<file path="src/hw/lrg_consts.svh">
`ifndef LRG_CONSTS_SVH
`define LRG_CONSTS_SVH

// ********************************************************************
// Timing
// ********************************************************************
`define LRG_CLK_PERIOD_NS 10
`define LRG_MAX_WIDTH_NS 100000
`define LRG_MAX_DUTY_PCT 8'h46
`define LRG_PCT_SCALE 8'h64

// ********************************************************************
// Register byte offsets
// ********************************************************************
`define LRG_OFS_WIDTH_LIM 5'h00
`define LRG_OFS_DUTY_LIM 5'h04
`define LRG_OFS_STATE 5'h08
`define LRG_OFS_IRQ_STAT 5'h0C
`define LRG_OFS_IRQ_MASK 5'h10
`define LRG_OFS_LAST_WIDTH 5'h14
`define LRG_OFS_LAST_PERIOD 5'h18

// ********************************************************************
// Field positions
// ********************************************************************
`define LRG_BIT_EV_TRIP 0
`define LRG_BIT_EV_DUTY 1
`define LRG_BIT_EV_REFL 2
`define LRG_ST_BIT_TRIP 0
`define LRG_ST_BIT_RUN 1
`define LRG_ST_BIT_DUTY 2
`define LRG_ST_BIT_REFL 3
`define LRG_ST_BIT_LASER 4
`define LRG_ST_BIT_GATE 5
`define LRG_ST_BIT_PERMIT 6

// ********************************************************************
// Widths and reset values
// ********************************************************************
`define LRG_CNT_W 24
`define LRG_EV_W 3
`define LRG_SYNC_W 5
`define LRG_IRQ_MASK_RST 3'h0

`endif

</file>
<file path="src/hw/lrg_pkg.sv">
package lrg_pkg;

    // Run-permit and fault sequencing
    typedef enum logic [1:0] {
        LRG_WAIT_PERMIT,
        LRG_RUN,
        LRG_FAULT_HELD,
        LRG_FAULT_OPEN
    } lrg_state_type;

endpackage

</file>
<file path="src/hw/lrg_gate.sv">
// Register access over Avalon-MM and the register offsets were left to the implementer.
`timescale 1ns/100ps
`default_nettype none

`include "lrg_consts.svh"

// Functional notes
// RULE1: Laser output only while gate is high
// RULE2: Controller grants permit after main supply up
// RULE3: Fault cleared by opening then closing permit
// RULE4: After fault, stay inhibited until clear sequence
// RULE5: Latched-trip output high while fault present
// RULE6: Overrun flags meaningful only while gate high
// RULE7: Duty flag and inhibit over violating portion
// RULE8: Flags low while gate high within limits
// RULE9: Both flags low whenever gate low
// RULE10: Reflection flag raised when protection engages
// RULE11: Reflection flag and suppression during protection only
// RULE12: Controller restores permit with main supply
// RULE13: Permit is not a safety interlock
// RULE14: Temperature/shutter faults latch until cleared and resequenced
// RULE15: Truncate gate pulses at maximum width
// RULE16: Duty is width over period, percent
// RULE17: Temperature/shutter fault trips immediately
// RULE18: Width and duty limits held in cycles; the duty limit is held in percent instead
// RULE19: Gate and permit synchronised before use
module lrg_gate #(
    parameter int P_MAX_WIDTH_CYC = `LRG_MAX_WIDTH_NS / `LRG_CLK_PERIOD_NS
) (
    input wire logic i_clk,
    input wire logic i_reset,
    input wire logic i_gate,
    input wire logic i_run_permit,
    input wire logic i_reflect_trip,
    input wire logic i_temp_fault,
    input wire logic i_shutter_fault,
    output logic o_laser_on,
    output logic o_duty_overrun_flag,
    output logic o_reflection_overrun_flag,
    output logic o_latched_trip,
    output logic o_irq,
    input wire logic [4:0] i_avs_address,
    input wire logic i_avs_read,
    input wire logic i_avs_write,
    input wire logic [31:0] i_avs_writedata,
    output logic [31:0] o_avs_readdata,
    output logic o_avs_waitrequest
);

    localparam int CW = `LRG_CNT_W;
    localparam int PW = CW + 8;
    localparam logic [CW-1:0] WIDTH_LIM_RST = CW'(P_MAX_WIDTH_CYC);
    localparam logic [CW-1:0] CNT_MAX = {CW{1'b1}};

    // ****************************************************************
    // Input synchronisation
    // ****************************************************************
    logic [`LRG_SYNC_W-1:0] sync_vec;
    logic gate_s;
    logic permit_s;
    logic refl_s;
    logic temp_s;
    logic shut_s;

    // RULE19: two-flop input sync
    lrg_sync #(
        .WIDTH(`LRG_SYNC_W)
    ) u_sync (
        .i_clk(i_clk),
        .i_reset(i_reset),
        .i_async({i_gate, i_run_permit, i_reflect_trip, i_temp_fault, i_shutter_fault}),
        .o_sync(sync_vec)
    );

    assign gate_s = sync_vec[4];
    assign permit_s = sync_vec[3];
    assign refl_s = sync_vec[2];
    assign temp_s = sync_vec[1];
    assign shut_s = sync_vec[0];

    // ****************************************************************
    // Registers and bus handshake
    // ****************************************************************
    logic ack_q;
    logic wr_go;
    logic rd_go;
    logic [CW-1:0] width_lim_q;
    logic [7:0] duty_lim_q;
    logic [`LRG_EV_W-1:0] irq_stat_q;
    logic [`LRG_EV_W-1:0] irq_mask_q;
    logic [`LRG_EV_W-1:0] events;
    logic [31:0] rd_d;

    // One wait state for every access; read data registered at the ack edge
    assign o_avs_waitrequest = (i_avs_read | i_avs_write) & ~ack_q;
    assign wr_go = i_avs_write & ack_q;
    assign rd_go = i_avs_read & ~ack_q;

    always_ff @(posedge i_clk or posedge i_reset) begin
        if (i_reset) begin
            ack_q <= 1'b0;
        end else begin
            ack_q <= (i_avs_read | i_avs_write) & ~ack_q;
        end
    end

    // RULE18: width limit held in cycles, duty limit held in percent
    always_ff @(posedge i_clk or posedge i_reset) begin
        if (i_reset) begin
            width_lim_q <= WIDTH_LIM_RST;
            duty_lim_q <= `LRG_MAX_DUTY_PCT;
        end else if (wr_go) begin
            if (i_avs_address == `LRG_OFS_WIDTH_LIM) begin
                width_lim_q <= i_avs_writedata[CW-1:0];
            end else if (i_avs_address == `LRG_OFS_DUTY_LIM) begin
                duty_lim_q <= i_avs_writedata[7:0];
            end
        end
    end

    always_ff @(posedge i_clk or posedge i_reset) begin
        if (i_reset) begin
            irq_mask_q <= `LRG_IRQ_MASK_RST;
        end else if (wr_go && i_avs_address == `LRG_OFS_IRQ_MASK) begin
            irq_mask_q <= i_avs_writedata[`LRG_EV_W-1:0];
        end
    end

    // Set beats a simultaneous write-one-to-clear
    always_ff @(posedge i_clk or posedge i_reset) begin
        if (i_reset) begin
            irq_stat_q <= '0;
        end else if (wr_go && i_avs_address == `LRG_OFS_IRQ_STAT) begin
            irq_stat_q <= (irq_stat_q & ~i_avs_writedata[`LRG_EV_W-1:0]) | events;
        end else begin
            irq_stat_q <= irq_stat_q | events;
        end
    end

    assign o_irq = |(irq_stat_q & irq_mask_q);

    // ****************************************************************
    // Fault sequencing
    // ****************************************************************
    lrg_pkg::lrg_state_type state_q;
    logic fault_now;
    logic run;

    assign fault_now = temp_s | shut_s;

    // RULE4: leave fault only via open then close
    // RULE14: close with conditions clear restores run
    // RULE17: fault trips at once
    always_ff @(posedge i_clk or posedge i_reset) begin
        if (i_reset) begin
            state_q <= lrg_pkg::LRG_WAIT_PERMIT;
        end else begin
            case (state_q)
                lrg_pkg::LRG_WAIT_PERMIT: begin
                    if (fault_now) begin
                        state_q <= lrg_pkg::LRG_FAULT_HELD;
                    end else if (permit_s) begin
                        state_q <= lrg_pkg::LRG_RUN;
                    end
                end
                lrg_pkg::LRG_RUN: begin
                    if (fault_now) begin
                        state_q <= lrg_pkg::LRG_FAULT_HELD;
                    end else if (!permit_s) begin
                        state_q <= lrg_pkg::LRG_WAIT_PERMIT;
                    end
                end
                lrg_pkg::LRG_FAULT_HELD: begin
                    if (!permit_s) begin
                        state_q <= lrg_pkg::LRG_FAULT_OPEN;
                    end
                end
                lrg_pkg::LRG_FAULT_OPEN: begin
                    // RULE3: close after open clears
                    if (permit_s && !fault_now) begin
                        state_q <= lrg_pkg::LRG_RUN;
                    end
                end
                default: begin
                    state_q <= lrg_pkg::LRG_FAULT_HELD;
                end
            endcase
        end
    end

    // Permit alone never stands in for a safety interlock; a fault still trips
    // RULE13: run needs no-fault too
    assign run = (state_q == lrg_pkg::LRG_RUN) && !fault_now;

    // RULE5: trip output follows latch
    always_ff @(posedge i_clk or posedge i_reset) begin
        if (i_reset) begin
            o_latched_trip <= 1'b0;
        end else begin
            o_latched_trip <= (state_q == lrg_pkg::LRG_FAULT_HELD) ||
                (state_q == lrg_pkg::LRG_FAULT_OPEN) || fault_now;
        end
    end

    // ****************************************************************
    // Pulse width and period measurement
    // ****************************************************************
    logic gate_d_q;
    logic gate_rise;
    logic gate_fall;
    logic [CW-1:0] width_cnt_q;
    logic [CW-1:0] period_cnt_q;
    logic [CW-1:0] last_width_q;
    logic [CW-1:0] last_period_q;

    assign gate_rise = gate_s & ~gate_d_q;
    assign gate_fall = ~gate_s & gate_d_q;

    always_ff @(posedge i_clk or posedge i_reset) begin
        if (i_reset) begin
            gate_d_q <= 1'b0;
        end else begin
            gate_d_q <= gate_s;
        end
    end

    // Cleared between pulses so no stale count flags a new pulse; saturates rather than wraps
    always_ff @(posedge i_clk or posedge i_reset) begin
        if (i_reset) begin
            width_cnt_q <= '0;
        end else if (!gate_s) begin
            width_cnt_q <= '0;
        end else if (width_cnt_q != CNT_MAX) begin
            width_cnt_q <= width_cnt_q + CW'(1);
        end
    end

    // RULE16: period is rise to rise
    always_ff @(posedge i_clk or posedge i_reset) begin
        if (i_reset) begin
            period_cnt_q <= '0;
            last_period_q <= '0;
        end else if (gate_rise) begin
            period_cnt_q <= CW'(1);
            last_period_q <= period_cnt_q;
        end else if (period_cnt_q != CNT_MAX && period_cnt_q != '0) begin
            period_cnt_q <= period_cnt_q + CW'(1);
        end
    end

    always_ff @(posedge i_clk or posedge i_reset) begin
        if (i_reset) begin
            last_width_q <= '0;
        end else if (gate_fall) begin
            last_width_q <= width_cnt_q;
        end
    end

    // ****************************************************************
    // Limit checks
    // ****************************************************************
    logic width_viol;
    logic duty_viol;
    logic [PW-1:0] width_pct;
    logic [PW-1:0] duty_allow;

    // RULE15: cut at maximum width
    assign width_viol = gate_s && (width_cnt_q >= width_lim_q);

    // Previous period is the estimate; the first pulse has none and is width-checked only
    // RULE16: width*100 against limit*period
    assign width_pct = PW'(width_cnt_q) * PW'(`LRG_PCT_SCALE);
    assign duty_allow = PW'(last_period_q) * PW'(duty_lim_q);
    assign duty_viol = gate_s && (last_period_q != '0) && (width_pct > duty_allow);

    // ****************************************************************
    // Output gating and flags
    // ****************************************************************
    logic duty_flag_d;
    logic refl_flag_d;

    // RULE7: flag only violating portion
    // RULE9: low with gate low
    assign duty_flag_d = gate_s & (width_viol | duty_viol);
    // RULE10: protection raises flag
    // RULE11: only while protection active
    assign refl_flag_d = gate_s & refl_s;

    // RULE6: flags qualified by gate
    // RULE8: low when within limits
    always_ff @(posedge i_clk or posedge i_reset) begin
        if (i_reset) begin
            o_duty_overrun_flag <= 1'b0;
            o_reflection_overrun_flag <= 1'b0;
        end else begin
            o_duty_overrun_flag <= duty_flag_d;
            o_reflection_overrun_flag <= refl_flag_d;
        end
    end

    // RULE1: output only with gate
    always_ff @(posedge i_clk or posedge i_reset) begin
        if (i_reset) begin
            o_laser_on <= 1'b0;
        end else begin
            o_laser_on <= gate_s & run & ~duty_flag_d & ~refl_flag_d;
        end
    end

    // ****************************************************************
    // Interrupt events
    // ****************************************************************
    logic trip_d_q;

    always_ff @(posedge i_clk or posedge i_reset) begin
        if (i_reset) begin
            trip_d_q <= 1'b0;
        end else begin
            trip_d_q <= o_latched_trip;
        end
    end

    always_comb begin
        events = '0;
        events[`LRG_BIT_EV_TRIP] = o_latched_trip & ~trip_d_q;
        events[`LRG_BIT_EV_DUTY] = duty_flag_d & ~o_duty_overrun_flag;
        events[`LRG_BIT_EV_REFL] = refl_flag_d & ~o_reflection_overrun_flag;
    end

    // ****************************************************************
    // Read path
    // ****************************************************************
    always_comb begin
        rd_d = 32'h0000_0000;
        if (i_avs_address == `LRG_OFS_WIDTH_LIM) begin
            rd_d[CW-1:0] = width_lim_q;
        end else if (i_avs_address == `LRG_OFS_DUTY_LIM) begin
            rd_d[7:0] = duty_lim_q;
        end else if (i_avs_address == `LRG_OFS_STATE) begin
            rd_d[`LRG_ST_BIT_TRIP] = o_latched_trip;
            rd_d[`LRG_ST_BIT_RUN] = run;
            rd_d[`LRG_ST_BIT_DUTY] = o_duty_overrun_flag;
            rd_d[`LRG_ST_BIT_REFL] = o_reflection_overrun_flag;
            rd_d[`LRG_ST_BIT_LASER] = o_laser_on;
            rd_d[`LRG_ST_BIT_GATE] = gate_s;
            rd_d[`LRG_ST_BIT_PERMIT] = permit_s;
        end else if (i_avs_address == `LRG_OFS_IRQ_STAT) begin
            rd_d[`LRG_EV_W-1:0] = irq_stat_q;
        end else if (i_avs_address == `LRG_OFS_IRQ_MASK) begin
            rd_d[`LRG_EV_W-1:0] = irq_mask_q;
        end else if (i_avs_address == `LRG_OFS_LAST_WIDTH) begin
            rd_d[CW-1:0] = last_width_q;
        end else if (i_avs_address == `LRG_OFS_LAST_PERIOD) begin
            rd_d[CW-1:0] = last_period_q;
        end
    end

    // Unmapped addresses answer with zero
    always_ff @(posedge i_clk or posedge i_reset) begin
        if (i_reset) begin
            o_avs_readdata <= 32'h0000_0000;
        end else if (rd_go) begin
            o_avs_readdata <= rd_d;
        end
    end

endmodule

`default_nettype wire

</file>
<file path="src/hw/lrg_sync.sv">
`timescale 1ns/100ps
`default_nettype none

module lrg_sync #(
    parameter int WIDTH = 1
) (
    input wire logic i_clk,
    input wire logic i_reset,
    input wire logic [WIDTH-1:0] i_async,
    output logic [WIDTH-1:0] o_sync
);

    logic [WIDTH-1:0] meta_q;

    // Second stage is the only reader of the first
    always_ff @(posedge i_clk or posedge i_reset) begin
        if (i_reset) begin
            meta_q <= '0;
            o_sync <= '0;
        end else begin
            meta_q <= i_async;
            o_sync <= meta_q;
        end
    end

endmodule

`default_nettype wire

</file>
<file path="config.mk">
export PLATFORM = sky130hd
export DESIGN_NAME = lrg_gate
export DESIGN_NICKNAME = d
export VERILOG_FILES = /design/src/hw/lrg_pkg.sv /design/src/hw/lrg_gate.sv /design/src/hw/lrg_sync.sv
export VERILOG_INCLUDE_DIRS = /design/src /design/src/hw
export SDC_FILE = /design/constraint.sdc
export NUM_CORES = 1
export LEC_CHECK = 0
export BUFFER_PORTS_ARGS = -buffer_cell sky130_fd_sc_hd__clkbuf_2
export CORE_ASPECT_RATIO = 0.7
export CORE_MARGIN = 1
export CORE_UTILIZATION = 35
export DETAILED_ROUTE_END_ITERATION = 8
export REMOVE_ABC_BUFFERS = 1
export SLEW_MARGIN = 20
export SYNTH_ARGS = -nofsm -noshare
export SYNTH_HDL_FRONTEND = slang
export SYNTH_SLANG_ARGS = --single-unit
</file>
<file path="constraint.sdc">
create_clock -name i_clk -period 19.36 [get_ports i_clk]
set_input_delay 2.904 -clock i_clk [delete_from_list [all_inputs] [get_ports i_clk]]
set_output_delay 2.904 -clock i_clk [all_outputs]
set_load 0.02 [all_outputs]
</file>
Word-level counts from Yosys, hierarchy flattened
Cells that the tools add are included.
{"block": "classes", "addsub": 2, "mul": 2, "magnitude_cmp": 2, "eq_ne": 16, "muxes": 23, "bitwise_logic": 30, "n_reduce_logical": 20}
{"cell": "$mux 24", "count": 7}
{"cell": "$add 24x1->24 const B", "count": 2}
{"cell": "$ne 24x24->1 const B", "count": 2}
{"cell": "$reduce_bool 24->1", "count": 2}
{"cell": "$mux 21", "count": 2}
{"cell": "$gt 31x32->1", "count": 1}
{"cell": "$mul 24x8->32", "count": 1}
{"cell": "$mul 24x5->29 const B", "count": 1}
{"cell": "$ge 24x24->1", "count": 1}
{"cell": "$mux 17", "count": 1}
{"cell": "$mux 16", "count": 1}
{"cell": "$eq 5x5->1 const B", "count": 3}
{"cell": "$and 1x1->1", "count": 13}
{"cell": "$mux 2", "count": 6}
{"cell": "$eq 5x4->1 const B", "count": 2}
{"cell": "$mux 3", "count": 3}
{"cell": "$not 1->1", "count": 9}
{"cell": "$logic_and 1x1->1", "count": 8}
{"cell": "$mux 8", "count": 1}
{"cell": "$pmux 2 s4", "count": 1}
{"cell": "$mux 7", "count": 1}
{"cell": "$and 3x3->3", "count": 2}
{"cell": "$ne 2x2->1 const B", "count": 3}
{"cell": "$or 3x3->3", "count": 2}
{"cell": "16 further kinds", "count": 20}
{"block": "totals", "register_bits": 177, "in_bits": 46, "out_inout_bits": 38}

Longest topological paths before layout
{"block": "logic_depth", "depth_word": 8, "ltp_mapped": 30}

Hierarchy
A second synthesis with hierarchy kept.
{"block": "hier_totals", "hier_cells": 1844, "hier_area_um2": 17309.1}
{"module": "lrg_gate", "n_inst": 1, "cells_each": 1833, "area_each_um2": 17055.1}
{"module": "lrg_sync", "n_inst": 1, "cells_each": 11, "area_each_um2": 254.0}

Worst setup path before layout
Ideal clock, no wire load.
{"block": "synth_path", "path_type": "reg-to-reg", "start": "register duty_lim_q[6]", "end": "register irq_stat_q[1]", "arrival_time_ps": 6746, "setup_slack_ps": 12548, "stages_incl_launch_ff": 30, "n_path_buf": 1, "synth_period_minus_slack_ps": 6812, "path_cell_list": "dfstp_2 > clkbuf_1 > nand2_1 > fa_1 > fa_1 > inv_1 > fa_1 > inv_1 > fa_1 > inv_1 > ha_1 > o211ai_1 > o21ai_1 > o31ai_2 > o22ai_2 > a311oi_2 > o21ai_1 > a21o_2 > a21oi_1 > xor2_1 > ha_1 > nand2_1 > o21ai_0 > a211oi_1 > or4_1 > nand3_1 > a21oi_1 > a211o_1 > o211ai_2 > a32o_2"}
{"block": "synth_between", "elab_chain_cells": 8, "elab_cells_between_ends": 9, "cone_classes": "1 x mul; 1 x order compare; 1 x mux; 5 x bitwise; 1 x reduce/logical"}
{"item": "from (decl)", "line": "lrg_gate.sv:88", "text": "logic [7:0] duty_lim_q;"}
{"item": "from (signal assigned)", "line": "lrg_gate.sv:111", "text": "duty_lim_q <= `LRG_MAX_DUTY_PCT;"}
{"item": "from (signal assigned)", "line": "lrg_gate.sv:116", "text": "duty_lim_q <= i_avs_writedata[7:0];"}
{"item": "$mul 24x8->32 (*)", "line": "lrg_gate.sv:273", "text": "assign duty_allow = PW'(last_period_q) * PW'(duty_lim_q);"}
{"item": "$gt 31x32->1 (*)", "line": "lrg_gate.sv:274", "text": "assign duty_viol = gate_s && (last_period_q != '0) && (width_pct > duty_allow);"}
{"item": "$logic_and 1x1->1 (*)", "line": "lrg_gate.sv:274"}
{"item": "$or 1x1->1 (*)", "line": "lrg_gate.sv:284", "text": "assign duty_flag_d = gate_s & (width_viol | duty_viol);"}
{"item": "$and 1x1->1 (*)", "line": "lrg_gate.sv:284"}
{"item": "$and 1x1->1 (*)", "line": "lrg_gate.sv:326", "text": "events[`LRG_BIT_EV_DUTY] = duty_flag_d & ~o_duty_overrun_flag;"}
{"item": "$or 3x3->3, on equally long branches", "line": "lrg_gate.sv:136, lrg_gate.sv:134"}
{"item": "$mux 3 (*)", "line": "lrg_gate.sv:133", "text": "end else if (wr_go && i_avs_address == `LRG_OFS_IRQ_STAT) begin"}
{"item": "to (signal assigned)", "line": "lrg_gate.sv:134", "text": "irq_stat_q <= (irq_stat_q & ~i_avs_writedata[`LRG_EV_W-1:0]) | events;"}
{"item": "to (signal assigned)", "line": "lrg_gate.sv:136", "text": "irq_stat_q <= irq_stat_q | events;"}
{"item": "to (decl)", "line": "lrg_gate.sv:89", "text": "logic [`LRG_EV_W-1:0] irq_stat_q;"}
Every way passes the cells marked *; elsewhere a longest branch is shown, timed or not.
A chain may end at the register's enable or synchronous reset.

Worst setup path in the final report
{"block": "layout_path", "start": "register duty_lim_q[4]", "end": "register irq_stat_q[1]"}
Same word-level chain as after synthesis.

==> qor.txt <==
register area: 4440 um^2
DR WL met2: 18.4 mm
leakage: 9.72 nW
vias per std cell: 5.04
Die Span Y: 188 um
final-report hold violation count: 0
initial core utilization: 35.8%
Detail Route Antenna Nets: 0
biggest cell delay along the critical path: 1.10 ns
total die area: 50,300 um^2
port bufs: 67
synth-to-layout area growth: 8.96%
Rows: 67
worst reg-to-reg setup slack: 11.29 ns
Post-synth top cells: 292 x inv_1, 183 x ha_1, 173 x and2_1, 169 x dfrtp_1, 151 x fa_1
via count: 12,800
Synth Cell Area: 17,300 um^2
layout cell share with drive strength beyond 1: 9.87%
CTS tree: yes
setup bufs post-CTS: 0
DR iter-0 viols: 918
Worst Hold Class: reg2reg
min cycle time layout: 8.07 ns
worst slack, placed: 11.37 ns
worst hold slack: 0.353 ns
cell count after synthesis: 1,856
fin nets: 2,252
fmax: 124 MHz
Placed Cells: 2,508
DR pass1 iterations: 5
Filler cells: 4,863
synthesized flop and latch total: 177
Synth area leader: dfrtp_1
Critical Path RT: 19.76 ns
Synth top area share: 24.5%
CP startpoint kind: flip-flop
worst hold path startpoint: u_sync.meta_q[3]$_DFF_PP0_
CP Capture Type: flip-flop
Yosys warning total: 0
CTS Sinks: 177
reg2reg path depth: 27
Avg Cell Area, Syn: 9.32 um^2
GP Congestion: 0.858
clock skew: 0.0154 ns
Async SR Flop Fraction: 100%
GRT Total Usage: 18.7%
Hold Path Cell Cnt: 0
largest net degree at the start of global routing: 107
wire length of the first global-routing pass: 73.1 mm
PwrDens: 56.8 nW/um^2
reg2reg end: irq_stat_q[1]$_DFF_PP0_
Seq/Total Area, Yosys: 25.7%
Hold Crit Endpoint: u_sync.o_sync[3]$_DFF_PP0_
Remaining Overflow, GRT: 0
vias in the first global route: 13,000
drt wl/cell: 17.6 um
Slew HR: 23.2%
CTS max path bufs: 2
most common cell in the netlist: inv_1
DRC violations left: 0
Post-CTS Resized: 0
post-route setup slack: 11.29 ns
Max Slew Vio Count: 0
initial antenna violation count: 1
Peak supply drop: 0.0000493 V
Worst Path Class, Setup: reg2reg
R2R Path Start: duty_lim_q[4]$_DFFE_PP0P_
Post-synth EDFFs: 0
Post-CTS Hold Buffers: 0
Core ar.: 48,300 um^2
most used flip-flop cell after synthesis: dfrtp_1
top sig layer: met4
family with the most delay on the worst path: compound AO/OA/AOI/OAI gates
CTS buffer count: 17
Worst-Skew Late Latency: 0.47 ns
Ant. Diodes: 0
die width: 268 um
outcome: complete, no violations
wire length on met3: 3.03 mm
H-tree depth: 4
CP bufs+invs: 2
RSZ-0062 raised after global routing: false
Final setup viols: 0
critical path arrival: 8.47 ns
ranking of synthesized cells by area: dfrtp_1 24%, fa_1 17%, ha_1 13%
max-cap check violation count: 0
Post-Route M1 WL: 22.7 mm
critical path's slowest cell: dfrtp_1
post-synthesis cell type count: 77
Final period util: 41.7%
Total Wirelength: 44.7 mm
io pins: 84
Finished Layout Cells: 2,540
Worst-path clk slew: 0.08 ns
area of the multi-input gates: 11,400 um^2
Setup TNS: 0 ns
cell repeated most along the worst path: fa_1
Worst Tran Pin Value: 1.15 ns
Final HPWL DP: 33.4 mm
Root Buffer: clkbuf_16
CP max FO: 26
-- state kept, by name (all words and copies together), names as in the netlist --
signal,cells
duty_lim_q,8
gate_d_q,1
u_sync.o_sync,5
u_sync.meta_q,5
width_lim_q,24
period_cnt_q,24
o_avs_readdata,24
ack_q,1
trip_d_q,1
o_latched_trip,1
o_laser_on,1
last_width_q,24
width_cnt_q,24
o_duty_overrun_flag,1
o_reflection_overrun_flag,1
state_q,2
last_period_q,24
irq_mask_q,3
irq_stat_q,3
-- power breakdown --
group | internal [mW] | total [mW] | switching, mW
registers | 0.407 | 0.465 | 0.0585
logic | 0.0880 | 0.231 | 0.142
clock network | 0.179 | 0.374 | 0.195
-- layout by cell type (no fill, tap or decap), types with 8 or more instances in the layout --
master and count:
nor2_1 82, nor2b_1 13, buf_4 10, a222oi_1 17
ha_1 183, fa_1 151, clkbuf_2 67, mux2_2 45
nor4_1 11, dfstp_2 8, or3_1 8, dfrtp_1 169
nand2b_1 10, nor3_1 20, nand3_1 30, nand4_1 21
o21bai_1 10, xnor2_1 54, and2_1 173, and4_1 8
xor2_1 37, o21ai_0 78, conb_1 8, clkbuf_16 17
a21oi_1 80, nand2_1 137, inv_1 291, and3_1 10
a21o_1 30
-- area by class of cell --
type / count / area share [%]
clock buffer: 17 / 2.26
multi-input combinational: 1307 / 60.7
timing repair buffer: 77 / 2.18
clock inverter: 15 / 1.05
tap: 655 / 4.35
sequential: 177 / 23.6
inverter: 292 / 5.86
-- worst max-delay path by stage --
stage / startpoint / to / slack [ns] / cells past startpoint
6_report: duty_lim_q[4]$_DFFE_PP0P_ / irq_stat_q[1]$_DFF_PP0_ / 11.29 / 27
5_1_grt: duty_lim_q[4]$_DFFE_PP0P_ / irq_stat_q[1]$_DFF_PP0_ / 10.86 / 27
4_1_cts: duty_lim_q[4]$_DFFE_PP0P_ / irq_stat_q[1]$_DFF_PP0_ / 11.34 / 27
3_5_place_dp: duty_lim_q[4]$_DFFE_PP0P_ / irq_stat_q[1]$_DFF_PP0_ / 11.37 / 27
3_3_place_gp: duty_lim_q[4]$_DFFE_PP0P_ / irq_stat_q[1]$_DFF_PP0_ / 11.47 / 28
2_1_floorplan: i_reset / ack_q$_DFF_PP0_ / 11.67 / 1
-- cell families (layout without fill, tap and decap cells) --
logic type | after synthesis | after routing | share of synthesized area [%]
AOI/OAI and AO/OA | 281 | 281 | 10.7
xor gates and xnor gates | 91 | 91 | 4.61
adders and majority gates | 334 | 334 | 30.7
buffers and inverters | 379 | 401 | 8.52
DFF | 177 | 177 | 25.7
muxes | 50 | 50 | 3.29
other | 1 | 8 | 0.0217
and+or+nand+nor | 543 | 543 | 16.4
-- worst reg2reg max path: cells and delay by family, from the launching register on --
| kind | cells | cell delay [ns] |
|---|---|---|
| AO/OA/AOI/OAI | 14 | 2.92 |
| XOR/XNOR | 1 | 0.32 |
| adder cells (fa/ha/maj) | 6 | 2.60 |
| buffers and inverters | 2 | 0.11 |
| flip-flops | 1 | 1.10 |
| AND/OR/NAND/NOR | 4 | 0.98 |
-- stage by stage --
stage,power (mW),util (%),instance area [um^2]
5_1_grt,1.13,39.0,18800
3_3_place_gp,0.694,37.7,18200
4_1_cts,1.08,39.0,18800
3_5_place_dp,0.701,37.7,18200
2_1_floorplan,0.600,-,16900
6_report,1.07,39.0,18800
-- per-layer routing --
layer / GRT usage (%) / vias to the layer above
met5: 0 / -
met3: 4.01 / 34
met4: 3.43 / 0
li1: - / 6084
met1: 29.1 / 6337
met2: 26.3 / 353
Power figures use the tool's default switching activity.
